$ cat src/sdf_pkg.sv
/*
  Shared constants of the sinc decimation filter and its serial host:
  command codes, configuration field positions, reset values, host register
  offsets and serial clock timing.
  Assumes a single 250 MHz core clock on both ends.
*/
package sdf_pkg;
  // ----------------------------------------------------------------
  // Serial commands
  // ----------------------------------------------------------------
  localparam logic [7:0] CMD_WR_FIRST = 8'h10;
  localparam logic [7:0] CMD_WR_LAST  = 8'h60;
  localparam logic [3:0] CMD_WR_LOW   = 4'h0;
  localparam logic [7:0] CMD_RD_DATA  = 8'h78;
  localparam logic [7:0] IDLE_FILL    = 8'hff;
  localparam int         NUM_CFG      = 6;
  localparam int         WORD_W       = 24;

  // ----------------------------------------------------------------
  // Configuration bytes: byte 0 rates, byte 1 filter mode
  // ----------------------------------------------------------------
  localparam logic [7:0] CFG0_RST = 8'h80;
  localparam logic [7:0] CFG_RST  = 8'h00;
  localparam int F_MCLK = 7;
  localparam int F_PRE  = 6;
  localparam int F_MFH  = 5;
  localparam int F_MFL  = 4;
  localparam int F_NSH  = 1;
  localparam int F_NSL  = 0;
  localparam int F_FAST = 0;
  localparam int F_BYP  = 1;
  localparam int F_SYNC = 2;

  // ----------------------------------------------------------------
  // Decimation and settling
  // ----------------------------------------------------------------
  localparam logic [3:0] LG_BASE      = 4'h6;
  localparam int         LG_MAX       = 13;
  localparam logic [1:0] SETTLE_SINC3 = 2'h3;
  localparam logic [1:0] SETTLE_SINC1 = 2'h1;

  // ----------------------------------------------------------------
  // Host register map and control fields
  // ----------------------------------------------------------------
  localparam logic [3:0] H_CTRL   = 4'h0;
  localparam logic [3:0] H_STAT   = 4'h4;
  localparam logic [3:0] H_RES    = 4'h8;
  localparam logic [2:0] IDX_READ = 3'h7;
  localparam int         S_BUSY   = 0;
  localparam int         S_NEW    = 1;
  localparam int         S_DONE   = 2;

  // ----------------------------------------------------------------
  // Serial clock half period, least time rounded up
  // ----------------------------------------------------------------
  localparam int CLK_MHZ       = 250;
  localparam int SCLK_HALF_NS  = 100;
  localparam int SCLK_HALF_CYC = (SCLK_HALF_NS * CLK_MHZ + 999) / 1000;
endpackage

$ cat src/sdf_link_if.sv
/*
  Three-wire serial link between the filter device and its host, plus the
  active-low new-result line.
  Assumes both ends run on the same core clock.
*/
interface sdf_link_if;
  logic sclk;
  logic sdi;
  logic sdo;
  logic new_result_n;

  modport dev  (input sclk, input sdi, output sdo, output new_result_n);
  modport host (output sclk, output sdi, input sdo, input new_result_n);
endinterface

$ cat src/sdf_device.sv
/*
  Device end: sinc3/sinc1 decimation of the 1-bit modulator stream, settling
  control, new-result line and the serial slave for configuration and reads.
  Assumes mod_tick pulses once per master clock period, link pins synchronous.
*/
//
// Contract
// - Decimate 1-bit stream with sinc3 or sinc1
// - Sinc3 default; fast bit selects sinc1
// - Sinc1 settles in one word, same notches
// - Leaving fast mode waits three words
// - Bypass bit puts raw bits on output
// - Sinc3 is three cascaded moving sums
// - Decimation factor is modulator over word rate
// - Notches at word rate and its multiples
// - Sinc3 cutoff at 0.262 of notch
// - Sinc3 attenuates over 100dB at notches
// - Rate bits and notch bits set rate
// - Unsynced step settles within four words
// - Synced step settles in exactly three words
// - New-result line low when result ready
// - Host may hold sync during slow reads
// - Command 0x78 reads three bytes, high first
// - Commands 0x10..0x60 write one config byte
// - Host clocks transfers in eight-pulse groups
// - Clock idles high, change fall, capture rise
// - Host may tie data input and output
// - Master select default 1, picks clock rate
// - Prescaler halves master clock when enabled
module sdf_device import sdf_pkg::*; #(
  parameter int LG_N_MAX = LG_MAX
) (
  input  wire logic                core_clk,
  input  wire logic                sys_rst,
  input  wire logic                mod_tick,
  input  wire logic                mod_bit,
  output      logic [WORD_W-1:0]   result_word,
  output      logic                result_strobe,
  sdf_link_if.dev                  link
);
  localparam int AW = 3 * LG_N_MAX + 1;

  if (LG_N_MAX < 13) begin : g_chk
    $error("LG_N_MAX too small for the rate selections");
  end

  typedef enum logic [2:0] {
    SDF_L_CMD  = 3'b001,
    SDF_L_DATA = 3'b010,
    SDF_L_READ = 3'b100
  } sdf_lstate_t;

  // ----------------------------------------------------------------
  // Functions
  // ----------------------------------------------------------------
  // Log2 of the decimation factor from the rate fields
  function automatic logic [3:0] lg_of(input logic [7:0] c);
    lg_of = LG_BASE + {3'h0, c[F_MCLK]} + {2'h0, c[F_MFH], c[F_MFL]}
          + {2'h0, c[F_NSH], c[F_NSL]};
  endfunction

  // Scale a sum by 2^-sh into a 24-bit word, saturating full scale
  function automatic logic [WORD_W-1:0] norm(input logic [AW-1:0] v, input logic [5:0] sh);
    logic [AW+WORD_W-1:0] w;
    w = {v, {WORD_W{1'b0}}} >> sh;
    norm = (|w[AW+WORD_W-1:WORD_W]) ? {WORD_W{1'b1}} : w[WORD_W-1:0];
  endfunction

  // ----------------------------------------------------------------
  // Serial slave front end
  // ----------------------------------------------------------------
  logic              sclk_q;
  logic [6:0]        rx_sr;
  logic [2:0]        bit_cnt;
  logic [1:0]        rd_cnt;
  logic [2:0]        reg_sel;
  logic [WORD_W-1:0] tx_sr;
  logic [WORD_W-1:0] data_reg;
  logic [7:0]        cfg [NUM_CFG];
  sdf_lstate_t       lstate;
  logic              rise;
  logic              fall;
  logic              byte_done;
  logic [7:0]        rx_byte;
  logic              cfg_wr;
  logic              read_done;

  assign rise      = link.sclk & ~sclk_q;
  assign fall      = ~link.sclk & sclk_q;
  assign byte_done = rise & (bit_cnt == 3'h7);
  assign rx_byte   = {rx_sr, link.sdi};
  assign cfg_wr    = byte_done & (lstate == SDF_L_DATA);
  assign read_done = byte_done & (lstate == SDF_L_READ) & (rd_cnt == 2'h2);

  // Edge detect and MSB-first shift on rising clock
  always_ff @(posedge core_clk) begin
    if (sys_rst) begin
      sclk_q  <= 1'b1;
      rx_sr   <= 7'h0;
      bit_cnt <= 3'h0;
    end else begin
      sclk_q <= link.sclk;
      if (rise) begin
        rx_sr   <= rx_byte[6:0];
        bit_cnt <= bit_cnt + 3'h1;
      end
    end
  end

  // Command decoding: one command byte, then data or result bytes
  always_ff @(posedge core_clk) begin
    if (sys_rst) begin
      lstate  <= SDF_L_CMD;
      rd_cnt  <= 2'h0;
      reg_sel <= 3'h0;
    end else if (byte_done) begin
      case (lstate)
        SDF_L_CMD: begin
          if (rx_byte == CMD_RD_DATA) begin
            lstate <= SDF_L_READ;
            rd_cnt <= 2'h0;
          end else if (rx_byte >= CMD_WR_FIRST && rx_byte <= CMD_WR_LAST
                       && rx_byte[3:0] == CMD_WR_LOW) begin
            reg_sel <= rx_byte[6:4] - 3'h1;
            lstate  <= SDF_L_DATA;
          end
        end
        SDF_L_DATA: lstate <= SDF_L_CMD;
        SDF_L_READ: begin
          rd_cnt <= rd_cnt + 2'h1;
          if (rd_cnt == 2'h2) begin
            lstate <= SDF_L_CMD;
          end
        end
        default: lstate <= SDF_L_CMD;
      endcase
    end
  end

  // Configuration bytes, one data byte per write command
  always_ff @(posedge core_clk) begin
    if (sys_rst) begin
      for (int i = 0; i < NUM_CFG; i++) begin
        cfg[i] <= (i == 0) ? CFG0_RST : CFG_RST;
      end
    end else if (cfg_wr) begin
      cfg[reg_sel] <= rx_byte;
    end
  end

  // ----------------------------------------------------------------
  // Filter control
  // ----------------------------------------------------------------
  logic       fast;
  logic       bypass;
  logic       hold;
  logic       restart;
  logic [3:0] lg;
  logic       pre_ph;
  logic       samp;

  assign fast   = cfg[1][F_FAST];
  assign bypass = cfg[1][F_BYP];
  assign hold   = cfg[1][F_SYNC];
  assign lg     = lg_of(cfg[0]);
  // Any change of rate or of filter mode, and sync hold, flush the filter
  assign restart = hold | (cfg_wr & (reg_sel <= 3'h1));

  // Divide-by-two prescaler keeps an even internal sample cadence
  always_ff @(posedge core_clk) begin
    if (sys_rst) begin
      pre_ph <= 1'b0;
    end else if (mod_tick) begin
      pre_ph <= ~pre_ph;
    end
  end
  assign samp = mod_tick & (~cfg[0][F_PRE] | pre_ph);

  // ----------------------------------------------------------------
  // Decimator datapath
  // ----------------------------------------------------------------
  logic [LG_N_MAX-1:0] dec_cnt;
  logic [LG_N_MAX-1:0] n_m1;
  logic                last;
  logic [AW-1:0]       i1, i2, i3, d1, d2, d3;
  logic [AW-1:0]       next_i1, next_i2, next_i3;
  logic [AW-1:0]       c1, c2, c3;
  logic [AW-1:0]       x;
  logic [AW-1:0]       s1;
  logic [1:0]          word_cnt;
  logic [1:0]          need;

  assign x    = {{(AW-1){1'b0}}, mod_bit};
  assign n_m1 = LG_N_MAX'((1 << lg) - 1);
  assign last = samp & (dec_cnt == n_m1);
  assign need = fast ? SETTLE_SINC1 : SETTLE_SINC3;

  // Integrator sums include the current bit, so the third word after a
  // restart already spans 3N samples and is fully settled
  // Comb stage: differences over one word period set nulls at the word rate
  always_comb begin
    next_i1 = i1 + x;
    next_i2 = i2 + next_i1;
    next_i3 = i3 + next_i2;
    c1 = next_i3 - d1;
    c2 = c1 - d2;
    c3 = c2 - d3;
  end

  // One word per N samples; counter restarts with the filter
  always_ff @(posedge core_clk) begin
    if (sys_rst || restart) begin
      dec_cnt <= '0;
    end else if (samp) begin
      dec_cnt <= last ? '0 : dec_cnt + 1'b1;
    end
  end

  // Three cascaded integrators; sinc1 uses a plain per-word sum
  always_ff @(posedge core_clk) begin
    if (sys_rst || restart) begin
      i1 <= '0;
      i2 <= '0;
      i3 <= '0;
      s1 <= '0;
    end else if (samp) begin
      i1 <= next_i1;
      i2 <= next_i2;
      i3 <= next_i3;
      s1 <= last ? '0 : s1 + x;
    end
  end

  // Comb delays advance once per output word
  always_ff @(posedge core_clk) begin
    if (sys_rst || restart) begin
      d1 <= '0;
      d2 <= '0;
      d3 <= '0;
    end else if (last) begin
      d1 <= next_i3;
      d2 <= c1;
      d3 <= c2;
    end
  end

  // Settling: words since restart gate publication of results
  always_ff @(posedge core_clk) begin
    if (sys_rst || restart) begin
      word_cnt <= 2'h0;
    end else if (last && word_cnt != 2'h3) begin
      word_cnt <= word_cnt + 2'h1;
    end
  end

  // Result register, user strobe and new-result line
  always_ff @(posedge core_clk) begin
    if (sys_rst) begin
      data_reg          <= '0;
      result_word       <= '0;
      result_strobe     <= 1'b0;
      link.new_result_n <= 1'b1;
    end else begin
      result_strobe <= 1'b0;
      // Widened sum: a saturated count of 3 must not wrap to 0 and stop results
      if (last && !restart && ({1'b0, word_cnt} + 3'h1 >= {1'b0, need})) begin
        data_reg          <= fast ? norm(s1 + x, {2'h0, lg}) : norm(c3, 6'(3 * lg));
        result_word       <= fast ? norm(s1 + x, {2'h0, lg}) : norm(c3, 6'(3 * lg));
        result_strobe     <= 1'b1;
        link.new_result_n <= 1'b0;
      end else if (restart || read_done) begin
        link.new_result_n <= 1'b1;
      end
    end
  end

  // ----------------------------------------------------------------
  // Serial output: result bytes, raw bypass stream, else idle high
  // ----------------------------------------------------------------
  always_ff @(posedge core_clk) begin
    if (sys_rst) begin
      tx_sr    <= '0;
      link.sdo <= 1'b1;
    end else if (byte_done && lstate == SDF_L_CMD && rx_byte == CMD_RD_DATA) begin
      tx_sr <= data_reg;
    end else if (lstate == SDF_L_READ) begin
      if (fall) begin
        link.sdo <= tx_sr[WORD_W-1];
        tx_sr    <= {tx_sr[WORD_W-2:0], 1'b0};
      end
    end else if (bypass) begin
      if (samp) begin
        link.sdo <= mod_bit;
      end
    end else begin
      link.sdo <= 1'b1;
    end
  end
endmodule

$ cat src/flat_wrapper.sv
// flat-port wrapper written by rule: the top's interface ports become plain ports
module sdf_device_flat import sdf_pkg::*;
#(
  parameter int LG_N_MAX = LG_MAX
)
  (core_clk, sys_rst, mod_tick, mod_bit, result_word, result_strobe, link_sclk, link_sdi, link_sdo, link_new_result_n);
  sdf_link_if link_i ();
  input  wire logic core_clk;
  input  wire logic sys_rst;
  input  wire logic mod_tick;
  input  wire logic mod_bit;
  output      logic [WORD_W-1:0] result_word;
  output      logic result_strobe;
  input wire logic [$bits(link_i.sclk)-1:0] link_sclk;
  input wire logic [$bits(link_i.sdi)-1:0] link_sdi;
  output wire logic [$bits(link_i.sdo)-1:0] link_sdo;
  output wire logic [$bits(link_i.new_result_n)-1:0] link_new_result_n;
  assign link_i.sclk = link_sclk;
  assign link_i.sdi = link_sdi;
  assign link_sdo = link_i.sdo;
  assign link_new_result_n = link_i.new_result_n;
  sdf_device #(.LG_N_MAX(LG_N_MAX)) u_core (.core_clk(core_clk), .sys_rst(sys_rst), .mod_tick(mod_tick), .mod_bit(mod_bit), .result_word(result_word), .result_strobe(result_strobe), .link(link_i));
endmodule
$ cat config.mk
export PLATFORM = sky130hd
export DESIGN_NAME = sdf_device_flat
export DESIGN_NICKNAME = d
export VERILOG_FILES = /design/src/sdf_pkg.sv /design/src/sdf_link_if.sv /design/src/sdf_device.sv /design/src/flat_wrapper.sv
export SDC_FILE = /design/constraint.sdc
export NUM_CORES = 1
export LEC_CHECK = 0
export BUFFER_PORTS_ARGS = -buffer_cell sky130_fd_sc_hd__clkbuf_2
export CORE_MARGIN = 1.5
export CORE_UTILIZATION = 38
export CTS_CLUSTER_DIAMETER = 100
export DETAILED_ROUTE_END_ITERATION = 10
export GPL_TIMING_DRIVEN = 0
export PLACE_DENSITY = 0.58
export SLEW_MARGIN = 20
export SYNTH_ARGS = -nofsm -noshare
export SYNTH_HDL_FRONTEND = slang
export SYNTH_SLANG_ARGS = --single-unit
$ cat constraint.sdc
create_clock -name core_clk -period 21.5 [get_ports core_clk]
set_clock_uncertainty 0.1 [all_clocks]
set_input_delay 4.3 -clock core_clk [delete_from_list [all_inputs] [get_ports core_clk]]
set_output_delay 4.3 -clock core_clk [all_outputs]
set_load 0.01 [all_outputs]
* Yosys cells after proc, flatten, opt, wreduce, memory -nomap -nowiden *
Memory sizes are Yosys's and may differ from the RTL's.
Cells that the tools add are included.

storage, ports and cells
  RAM bits = 48
  register bits after elaboration = 366
  output and inout bits = 27
  memories = 1
  bits of input ports = 6

cells by class
  equality and inequality tests = 13
  add/sub/neg operators = 17
  muxes and demuxes = 30
  bitwise logic cells = 17
  multipliers = 1
  reduce and logical (&&, ||, !) cells = 23
  shift-type cells = 3
  magnitude comparators = 4

memories
  name        words  bits a word  rd ports  clocked after memory_dff  wr ports  line              source
  u_core.cfg  6      8            2         0                         6         sdf_device.sv:79  logic [7:0] cfg [NUM_CFG];

operators by type and width
  cell                   number
  $mux 24                6
  $sub 40x40->40         3
  $add 40x1->40          2
  $add 40x40->40         2
  $reduce_or 40->1       2
  $shr 64x4->64          1
  $shr 64x6->64          1
  $mux 40                1
  $add 13x1->13 const B  1
  $eq 13x13->1           1
  $mux 1                 13
  $mux 13                1
  $shl 1x4->13 const A   1
  $sub 13x2->13 const B  1
  $mux 3                 4
  $and 1x1->1            9
  $reduce_and 3->1       3
  $add 4x2->4            2
  $eq 8x7->1 const B     1
  $ge 8x5->1 const B     1
  $le 8x7->1 const B     1
  $mux 8                 1
  $reduce_bool 2->1      4
  $reduce_or 8->1        1
  27 further kinds       45

* Depth between registers and ports, before layout *
Gate-level depths: netlist (run 1).
An unclocked memory read counts as a cell.

  depth after elaboration = 11
  mapped depth = 66

* Worst setup path before layout (run 1) *
OpenSTA, ideal clock, no wires.

  path kind = input to register
  start = input port mod_bit
  end = register u_core.data_reg[21]
  buffers on the path = 2
  data arrival time = 15.833 ns
  setup time = 0.117 ns
  cell stages on the path = 58
  path slack = 5.451 ns
  cells stage by stage = ha_1 > ha_1 > nand3_1 > nor2_1 > and2_1 > nand2_1 > xnor2_1 > ha_1 > a21oi_1 > inv_1 > a41oi_1 > o21ai_0 > a31oi_1 > o21ai_0 > and3_1 > a211oi_1 > xnor2_1 > ha_1 > [22 not listed] > clkbuf_1 > a21o_1 > a21o_1 > a21o_1 > a21o_1 > a21o_1 > or4_1 > o211ai_1 > mux4_2 > a21oi_1 > and2_1 > maj3_1 > or4_1 > a21oi_1 > a21oi_1 > clkbuf_1 > or4_1 > a22o_1

on the way
  cells in the longest elaborated chain, start to end = 10
  elaborated cells on any way between the ends = 14

ends and longest elaborated chain
  what                          line                source
  start, declared               flat_wrapper.sv:11  input wire logic mod_bit;
  $add 40x1->40 *               sdf_device.sv:202   next_i1 = i1 + x;
  named net u_core.next_i1[8]   sdf_device.sv:186   logic [AW-1:0] next_i1, next_i2, next_i3;
  $add 40x40->40 *              sdf_device.sv:203   next_i2 = i2 + next_i1;
  named net u_core.next_i2[17]  sdf_device.sv:186
  $add 40x40->40 *              sdf_device.sv:204   next_i3 = i3 + next_i2;
  named net u_core.next_i3[21]  sdf_device.sv:186
  $sub 40x40->40 *              sdf_device.sv:205   c1 = next_i3 - d1;
  named net u_core.c1[26]       sdf_device.sv:187   logic [AW-1:0] c1, c2, c3;
  $sub 40x40->40 *              sdf_device.sv:206   c2 = c1 - d2;
  named net u_core.c2[32]       sdf_device.sv:187
  $sub 40x40->40 *              sdf_device.sv:207   c3 = c2 - d3;
  $shr 64x6->64 *               sdf_device.sv:65    w = {v, {WORD_W{1'b0}}} >> sh;
  $reduce_or 40->1              sdf_device.sv:66    norm = (|w[AW+WORD_W-1:WORD_W]) ? {WORD_W{1'b1}} : w[WORD_W-1:0];
  $mux 24 *                     sdf_device.sv:66
  $mux 24 *                     sdf_device.sv:267   data_reg <= fast ? norm(s1 + x, {2'h0, lg}) : norm(c3, 6'(3 * lg));
  end signal, assigned          sdf_device.sv:267
  end, declared                 sdf_device.sv:78    logic [WORD_W-1:0] data_reg;

Mark *: on every way through the listed nets, which the timed path passes. The rest lies on a longest branch.
A chain may end at the register's enable or synchronous reset.

* Final worst setup path (run 1) *
  start = input port mod_bit
  end = register u_core.data_reg[19]

Same word-level chain as after synthesis.

==> results of run 1 <==
placed cells by master (no fill, tap or decap), types with 39 or more instances in the layout:
cell / Yosys / final
nand2_1: 704 / 704
a21oi_1: 479 / 479
nor2_1: 398 / 398
dfxtp_1: 366 / 366
ha_1: 221 / 221
inv_1: 208 / 208
clkbuf_1: 191 / 202
o21ai_0: 193 / 193
xnor2_1: 186 / 186
xor2_1: 114 / 114
nand3_1: 111 / 111
a21o_1: 86 / 86
nor3_1: 65 / 65
mux2i_1: 57 / 57
a211oi_1: 50 / 50
clkbuf_16: 0 / 48
and3_1: 45 / 45
a31oi_1: 43 / 43
nor2b_1: 41 / 41
nand4_1: 40 / 40
o21a_1: 39 / 39
power by group through the flow:
stage          Combinational [mW]  Sequential, mW  Clock (mW)
2_1_floorplan                1.49           0.717           0
3_3_place_gp                 2.07           0.717           0
3_5_place_dp                 2.07           0.717           0
4_1_cts                      2.08           0.702       0.882
5_1_grt                      2.30           0.702       0.906
6_report                     2.14           0.702       0.861
worst max-delay path, delay by kind of cell:
family / cells / cell delay, ns
AOI/OAI and AO/OA: 29 / 6.83
xor gates and xnor gates: 8 / 2.24
adders and majority gates: 7 / 2.17
buffers and inverters: 4 / 0.65
and+or+nand+nor: 14 / 2.96
layout make-up:
cell class | instances | area (µm²)
Clock inverter | 20 | 331.6
Sequential cell | 375 | 7597
Clock buffer | 66 | 1339
Timing Repair Buffer | 32 | 160.2
Fill cell | 8281 | 45490
Buffer | 226 | 863.3
Inverter | 210 | 788.3
Tap cell | 1050 | 1314
Multi-Input combinational cell | 3372 | 21120
synthesized netlist by cell type (all sizes together), types with 9 or more instances:
cell and instances:
a211oi 51, or4 17, nor2 399, o21ai 195, o21bai 30, and2 28, nor3 66, mux4 17
a311oi 31, o22ai 27, o21a 39, a22o 15, clkbuf 191, edfxtp 9, nand4 41, a21o 86
fa 9, buf 35, a22oi 10, xnor2 188, nor2b 41, mux2 17, nand2b 29, a31oi 44
dfxtp 366, o211ai 29, or2 10, or3 35, nor4 26, xor2 114, nand3 113, and3 45
mux2i 57, nand2 704, o31ai 12, a21oi 480, o2111ai 9, ha 221, inv 208, a21boi 12
metal layers:
metal  up-vias  track usage (%)
met5         -                0
met2       705            38.46
li1      14891                -
met3       176            2.472
met1     13741            30.63
met4         0            8.201
path summary, 6_finish.rpt:
path	from	end	slack (ns)
worst max-delay path	mod_bit	u_core.data_reg[19]$_SDFFE_PP0P_	2.69
worst min-delay path	u_core.d1[35]$_SDFFE_PP0P_	u_core.d1[35]$_SDFFE_PP0P_	0.35
worst max register to register	u_core.i1[0]$_SDFFE_PP0P_	u_core.data_reg[19]$_SDFFE_PP0P_	6.31
worst min register to register	u_core.d1[35]$_SDFFE_PP0P_	u_core.d1[35]$_SDFFE_PP0P_	0.35
cells by family after synthesis:
logic type / share of synthesized area [%]
mux: 3.771
compound gates: 23.68
xor+xnor: 9.146
buf+inv: 5.440
flops: 25.03
fa+ha+maj: 9.735
simple gates: 23.20
metrics by stage:
| step | cells | hold WS (ns) | utilization, % | instance area [µm²] | setup WS, ns |
|---|---|---|---|---|---|
| finish | 5351 | 0.3499 | 42.42 | 33510 | 2.691 |
| global route | 5351 | 0.3611 | 42.42 | 33510 | 1.211 |
| global placement | 5264 | 0.3375 | 40.29 | 31830 | 2.216 |
| detailed placement | 5265 | 0.3430 | 40.31 | 31840 | 2.277 |
| floorplan | 4183 | 0.3302 | - | 30360 | 5.451 |
| CTS | 5351 | 0.3511 | 42.42 | 33510 | 2.810 |
==> summary.md, run 1 <==
| Metric | Value |
|---|---|
| Vias in the first global route | `27,485` |
| Sequential power share | `19.0%` |
| Setup violations, final | `0` |
| Nets@finish | `4,500` |
| Final Total Pwr | `3.703 mW` |
| Post-route met1 wirelength | `44,830 µm` |
| Slowest cell on crit path | `o31ai_1` |
| GR Overflow Total | `0` |
| Area leader, netlist | `dfxtp_1` |
| Num Clock Sinks | `375` |
| IO Port Bufs | `31` |
| Routed Antenna Nets | `0` |
| Post-synthesis instance total | `4,183` |
| Crit-path max cell delay | `0.60 ns` |
| Yosys cell types | `94` |
| Clk slew on worst S/H paths | `0.06 ns` |
| Die Y | `285.6 µm` |
| Postcts setup bufs | `0` |
| CP max FO | `10` |
| Most common cell on crit path | `ha_1` |
| CTS Root Cell | `clkbuf_16` |
| Final Hold Violating Endpoints | `0` |
| Max Cap Viol | `0` |
| Power density over cell area | `110.5 nW/µm²` |
| Startpoint Class | `primary input` |
| Diode count | `0` |
| WS Path Type | `in -> reg` |
| Hold WC Path Type | `reg -> reg` |
| Internal Power | `1.992 mW` |
| Met2 wire length | `44,170 µm` |
| Pin count of the biggest net entering global routing | `14` |
| Dpl hpwl | `75,050 µm` |
| All-Layer GR Usage | `23.01%` |
| Sequential share of the synthesized area | `25.03%` |
| CTS tree | `yes` |
| Pre-antenna DRT Iters | `8` |
| Core area | `79,000 µm²` |
| Switching Fraction | `46.19%` |
| Outcome | `finished clean` |
| Drt initial violations | `1,887` |
| Layout cells sized above 1 | `4.232%` |
| Vias per cell | `5.515` |
| Synthesized area per cell | `7.257 µm²` |
| Req. time, crit path | `21.87 ns` |
| P_sw | `1.710 mW` |
| Worst Reg-to-Reg Cells | `61` |
| Final wirelength | `96,230 µm` |
| Area delta synth->final | `10.39%` |
| Antenna violations before repair | `0` |
| Synthesized flop and latch total | `375` |
| Setup TNS | `0 ns` |
| GP Congestion | `0.9651` |
| Mapped cell area | `30,360 µm²` |
| FP Rows | `103` |
| Num CTS Buffers | `47` |
| Final Max Tran Viols | `0` |
| Yosys top cell area share | `24.14%` |
| Final Cycle Share | `87.48%` |
| Clk Latency, worst-skew pair | `0.61 ns` |
| Yosys warnings | `0` |
| Initial Util | `38.43%` |
| Hold Crit Depth | `2` |
| Slew @ Worst Pin | `1.226 ns` |
| Post-synth EDFFs | `9` |
| Boundary pin count | `33` |
| Max VDD drop | `0.06397 mV` |
| Syn_nets | `4,419` |
| Die area | `81,590 µm²` |
| Top FF cell, synth | `dfxtp_1` |
| WL/cell | `17.98 µm` |
| Post-CTS sizing | `0` |
| Leak | `12.71 nW` |
| Final critical-path required period | `18.81 ns` |
| Post-CTS Hold Fix Bufs | `0` |
| Arrival time worst endpoint | `19.18 ns` |
| Most area-consuming cells after synthesis | `dfxtp_1 (24%), ha_1 (9.1%), nand2_1 (8.7%)` |
| DRC | `0` |
| Chip Width | `285.6 µm` |
| Via count | `29,513` |
| Worst slew margin | `18.12%` |
| Unrepaired setup endpoints after global routing | `no` |
| Clock share of power | `23.2%` |
| Global-route wire length before repair | `153,000 µm` |
| Comb pwr share | `57.8%` |
| Fmax | `53.17 MHz` |
| CP Capture Type | `register` |
| Met3 wire len | `3843 µm` |
| Clk buf depth | `3` |
| Highest metal used | `met4` |
| Max H-tree Level | `2` |
| FFs w/ async S/R, synth | `0%` |
Power figures use the tool's default switching activity.
==> inputs of run 2 (changes only) <==
--- a/config.mk
+++ b/config.mk
@@ -5,6 +5,7 @@
 export SDC_FILE = /design/constraint.sdc
 export NUM_CORES = 1
 export LEC_CHECK = 0
+export ABC_AREA = 1
 export BUFFER_PORTS_ARGS = -buffer_cell sky130_fd_sc_hd__clkbuf_2
 export CORE_MARGIN = 1.5
 export CORE_UTILIZATION = 38
@@ -12,6 +13,7 @@
 export DETAILED_ROUTE_END_ITERATION = 10
 export GPL_TIMING_DRIVEN = 0
 export PLACE_DENSITY = 0.58
+export REMOVE_ABC_BUFFERS = 1
 export SLEW_MARGIN = 20
 export SYNTH_ARGS = -nofsm -noshare
 export SYNTH_HDL_FRONTEND = slang
==> constraint.sdc (replaced) <==
create_clock -name core_clk -period 19.4 [get_ports core_clk]
set_clock_uncertainty 0.1 [all_clocks]
set_input_delay 3.88 -clock core_clk [delete_from_list [all_inputs] [get_ports core_clk]]
set_output_delay 3.88 -clock core_clk [all_outputs]
set_load 0.01 [all_outputs]
==> run 2 against run 1 <==
Effect of this change: first-iteration DRC count is 18% lower; wire length down 17%; die area up 2.0%; critical path depth down 2; clock power increased by 13%.
==> summary.md, run 2 <==
| Metric | Value |
|---|---|
| Outcome | `finished clean` |
| GR Overflow Total | `0 (unchanged)` |
| Placed Cells | `5,719 (+8.6%)` |
| Post-synth EDFFs | `9 (unchanged)` |
| Most common cell in the synthesized netlist | `nand2_1` |
| Post-Synth XOR/XNOR Area | `7.549% (-1.6 points)` |
| Via count | `29,207 (-1.0%)` |
| Core area | `80,550 µm² (+2.0%)` |
| Worst slew margin | `35.23% (+17 points)` |
| Final wirelength | `79,830 µm (-17%)` |
| Leak | `15.10 nW (+19%)` |
| Sequential share of the synthesized area | `24.54% (-0.49 points)` |
| Synthesized flop and latch total | `375 (unchanged)` |
| Mux cell area share after synthesis | `0.6142% (-3.2 points)` |
| Hold WC Path Type | `reg -> reg` |
| Setup ws final | `3.403 ns (+0.7122 ns)` |
| Vias per cell | `5.030 (-8.8%)` |
| WP buf/inv | `3 (-1)` |
| Hold Crit Depth | `2 (unchanged)` |
| CTS Root Cell | `clkbuf_16` |
| Yosys top cell area share | `23.66% (-0.47 points)` |
| Initial Util | `38.44% (about the same)` |
| Max Cap Viol | `0 (unchanged)` |
| Clk buf depth | `3 (unchanged)` |
| Pin count of the biggest net entering global routing | `81 (+67)` |
| Hold WS | `0.3533 ns (+0.003410 ns)` |
| Post-CTS sizing | `0 (unchanged)` |
| Crit-path max cell delay | `0.52 ns (-0.08 ns)` |
| Chip Width | `288.4 µm (+0.98%)` |
| Fraction of the mapped netlist area in adder cells | `9.513% (-0.22 points)` |
| Mapped cell area | `30,960 µm² (+2.0%)` |
| Post-DP Area | `32,210 µm² (+1.2%)` |
| Worst Min Path Start | `u_core.tx_sr[6]$_SDFFE_PP0P_` |
| Post-synthesis instance total | `4,791 (+15%)` |
| Power density over cell area | `162.6 nW/µm² (+47%)` |
| Hold Path End | `u_core.tx_sr[7]$_SDFFE_PP0P_` |
| Area leader, netlist | `dfxtp_1` |
| IO Port Bufs | `32 (+3.2%)` |
| Clk slew on worst S/H paths | `0.06 ns (about the same)` |
| Worst Reg-to-Reg Cells | `59 (-3.3%)` |
| Max H-tree Level | `2 (unchanged)` |
| Commonest non-fill, non-tap cell in the layout | `nand2_1` |
| Unrepaired setup endpoints after global routing | `no` |
| Crit path max-delay family | `simple AND/OR/NAND/NOR gates` |
| Fin util | `42.16% (-0.26 points)` |
| Most common cell on crit path | `nand2_1` |
| Die area | `83,200 µm² (+2.0%)` |
| Pre-CTS WS | `2.847 ns (+0.5698 ns)` |
| Final Cycle Share | `82.46%` |
| Post-CTS Hold Fix Bufs | `0 (unchanged)` |
| Reg-to-Reg Start | `u_core.i1[0]$_SDFFE_PP0P_` |
| Yosys cell types | `75 (-20%)` |
| Area delta synth->final | `9.691%` |
| Num Clock Sinks | `375 (unchanged)` |
| Die Y | `288.4 µm (+0.98%)` |
| Slowest cell on crit path | `nand2_2` |
| Synthesized area per cell | `6.463 µm² (-11%)` |
| Drt initial violations | `1,545 (-18%)` |
| Antenna violations before repair | `0 (unchanged)` |
| Register-to-register setup slack | `6.69 ns (+0.38 ns)` |
| Pre-antenna DRT Iters | `6 (-2)` |
| WS Path Type | `in -> reg` |
| Synth Area in Compound Gates | `20.09% (-3.6 points)` |
| Req. time, crit path | `19.76 ns (-2.11 ns)` |
| Layout cells sized above 1 | `6.741% (+2.5 points)` |
| GP Congestion | `0.9213 (-4.5%)` |
| Reg-to-reg endpoint | `u_core.data_reg[23]$_SDFFE_PP0P_` |
| Commonest cells after routing, fill and taps aside | `nand2_1 (1,108), inv_1 (589), o21ai_0 (446), a21oi_1 (400), nor2_1 (397)` |
| Final critical-path required period | `16.00 ns` |
| Diode count | `0 (unchanged)` |
| FP Rows | `104 (+0.97%)` |
| Setup violations, final | `0 (unchanged)` |
| Commonest cells post-synth | `nand2_1 (1,110), inv_1 (594), o21ai_0 (446)` |
| Nets@finish | `4,945 (+9.9%)` |
| Synth Area in Simple Gates | `27.82% (+4.6 points)` |
| CP max FO | `24 (+14)` |
| FILL cells | `8,663 (+4.6%)` |
| Largest family of logic cells by synthesized area | `simple AND/OR/NAND/NOR gates` |
| CTS tree | `yes` |
| Final Hold Violating Endpoints | `0 (unchanged)` |
| Final Max Tran Viols | `0 (unchanged)` |
| Num CTS Buffers | `48 (+2.1%)` |
| Most area-consuming cells after synthesis | `dfxtp_1 (24%), nand2_1 (13%), ha_1 (8.9%)` |
| Slew @ Worst Pin | `0.9688 ns (-0.2568 ns)` |
| Final instance area | `33,960 µm² (+1.3%)` |
| Startpoint Class | `primary input` |
| Postcts setup bufs | `0 (unchanged)` |
| Fmax | `62.51 MHz` |
| All-Layer GR Usage | `19.11% (-3.9 points)` |
| Cell Count, Final, Fillers Out | `5,807 (+8.5%)` |
| FFs w/ async S/R, synth | `0% (unchanged)` |
| Yosys warnings | `0 (unchanged)` |
| Top FF cell, synth | `dfxtp_1` |
| WL/cell | `13.75 µm (-24%)` |
| DRC | `0 (unchanged)` |
| Boundary pin count | `33 (unchanged)` |
| Clk Latency, worst-skew pair | `0.63 ns (+0.02 ns)` |
| Routed Antenna Nets | `0 (unchanged)` |
| Vias in the first global route | `27,684 (+0.72%)` |
| CP Capture Type | `register` |
| Global-route wire length before repair | `135,000 µm (-12%)` |
| Dpl hpwl | `60,380 µm (-20%)` |
| Arrival time worst endpoint | `16.35 ns (-2.83 ns)` |
| Max VDD drop | `0.1017 mV (+59%)` |
## run 2: changes by cell type after synthesis, sizes merged, moves of 38 or more
cell	previous run	this run
inv	208	603
nand3	113	275
nand2	704	1139
clkbuf	191	138
a21oi	480	430
o21ai	195	508
and3	45	4
nor2b	41	0
mux2i	57	19
xnor2	188	78
a21o	86	7
xor2	114	188
## run 2: cell type report
cell class	count	area [µm²]	area share, %
well taps	1060	1326	3.905
clock inverters	21	331.6	0.9763
repair buffers	49	580.6	1.709
multi-input cells	3624	20390	60.05
clock buffers	67	1423	4.189
flip-flops and latches	375	7597	22.37
inverters	611	2310	6.801
## run 2: cell families after synthesis
group | after synthesis
AOI/OAI and AO/OA | 1124
xor gates and xnor gates | 266
adders and majority gates | 230
buffers and inverters | 792
DFF | 375
muxes | 19
and+or+nand+nor | 1985
## run 2: where the power goes
part           total (mW)  internal (mW)  switching [mW]
Combinational        3.75           1.31            2.45
Clock               0.970          0.595           0.375
Sequential          0.799          0.788          0.0107
## run 2: worst reg2reg max path, delay by kind of cell (launching register included)
kind | cells | cell delay [ns]
flip-flops | 1 | 0.33
adder cells (fa/ha/maj) | 7 | 2.39
buffers and inverters | 2 | 0.16
XOR/XNOR | 5 | 1.26
AO/OA/AOI/OAI | 16 | 3.23
AND/OR/NAND/NOR | 29 | 5.09
## run 2: routing by layer
metal	track usage (%)	wire length, µm	vias to the layer above
li1	-	-	15587
met1	25.90	39490	13158
met2	32.38	36300	377
met3	2.243	2587	85
met4	4.188	1449	0
met5	0	0	-
## run 2: per-stage QoR
stage          setup TNS (ns)  total power, mW
3_3_place_gp           -22.83            4.518
5_1_grt                     0            6.128
4_1_cts                     0            5.539
2_1_floorplan               0            3.697
6_report                    0            5.523
3_5_place_dp                0            4.535
## run 2: worst max path at each step
stage               from                               endpoint  slack (ns)  cells after the start
3_5_place_dp     mod_bit       u_core.data_reg[23]$_SDFFE_PP0P_        2.85                     61
3_3_place_gp   link_sclk  u_core.link.new_result_n$_SDFFE_PP1P_       -1.06                     13
6_report         mod_bit       u_core.data_reg[23]$_SDFFE_PP0P_        3.40                     60
4_1_cts          mod_bit       u_core.data_reg[23]$_SDFFE_PP0P_        3.46                     61
5_1_grt          mod_bit       u_core.data_reg[23]$_SDFFE_PP0P_        2.25                     67
2_1_floorplan    mod_bit        u_core.data_reg[0]$_SDFFE_PP0P_        5.73                     62
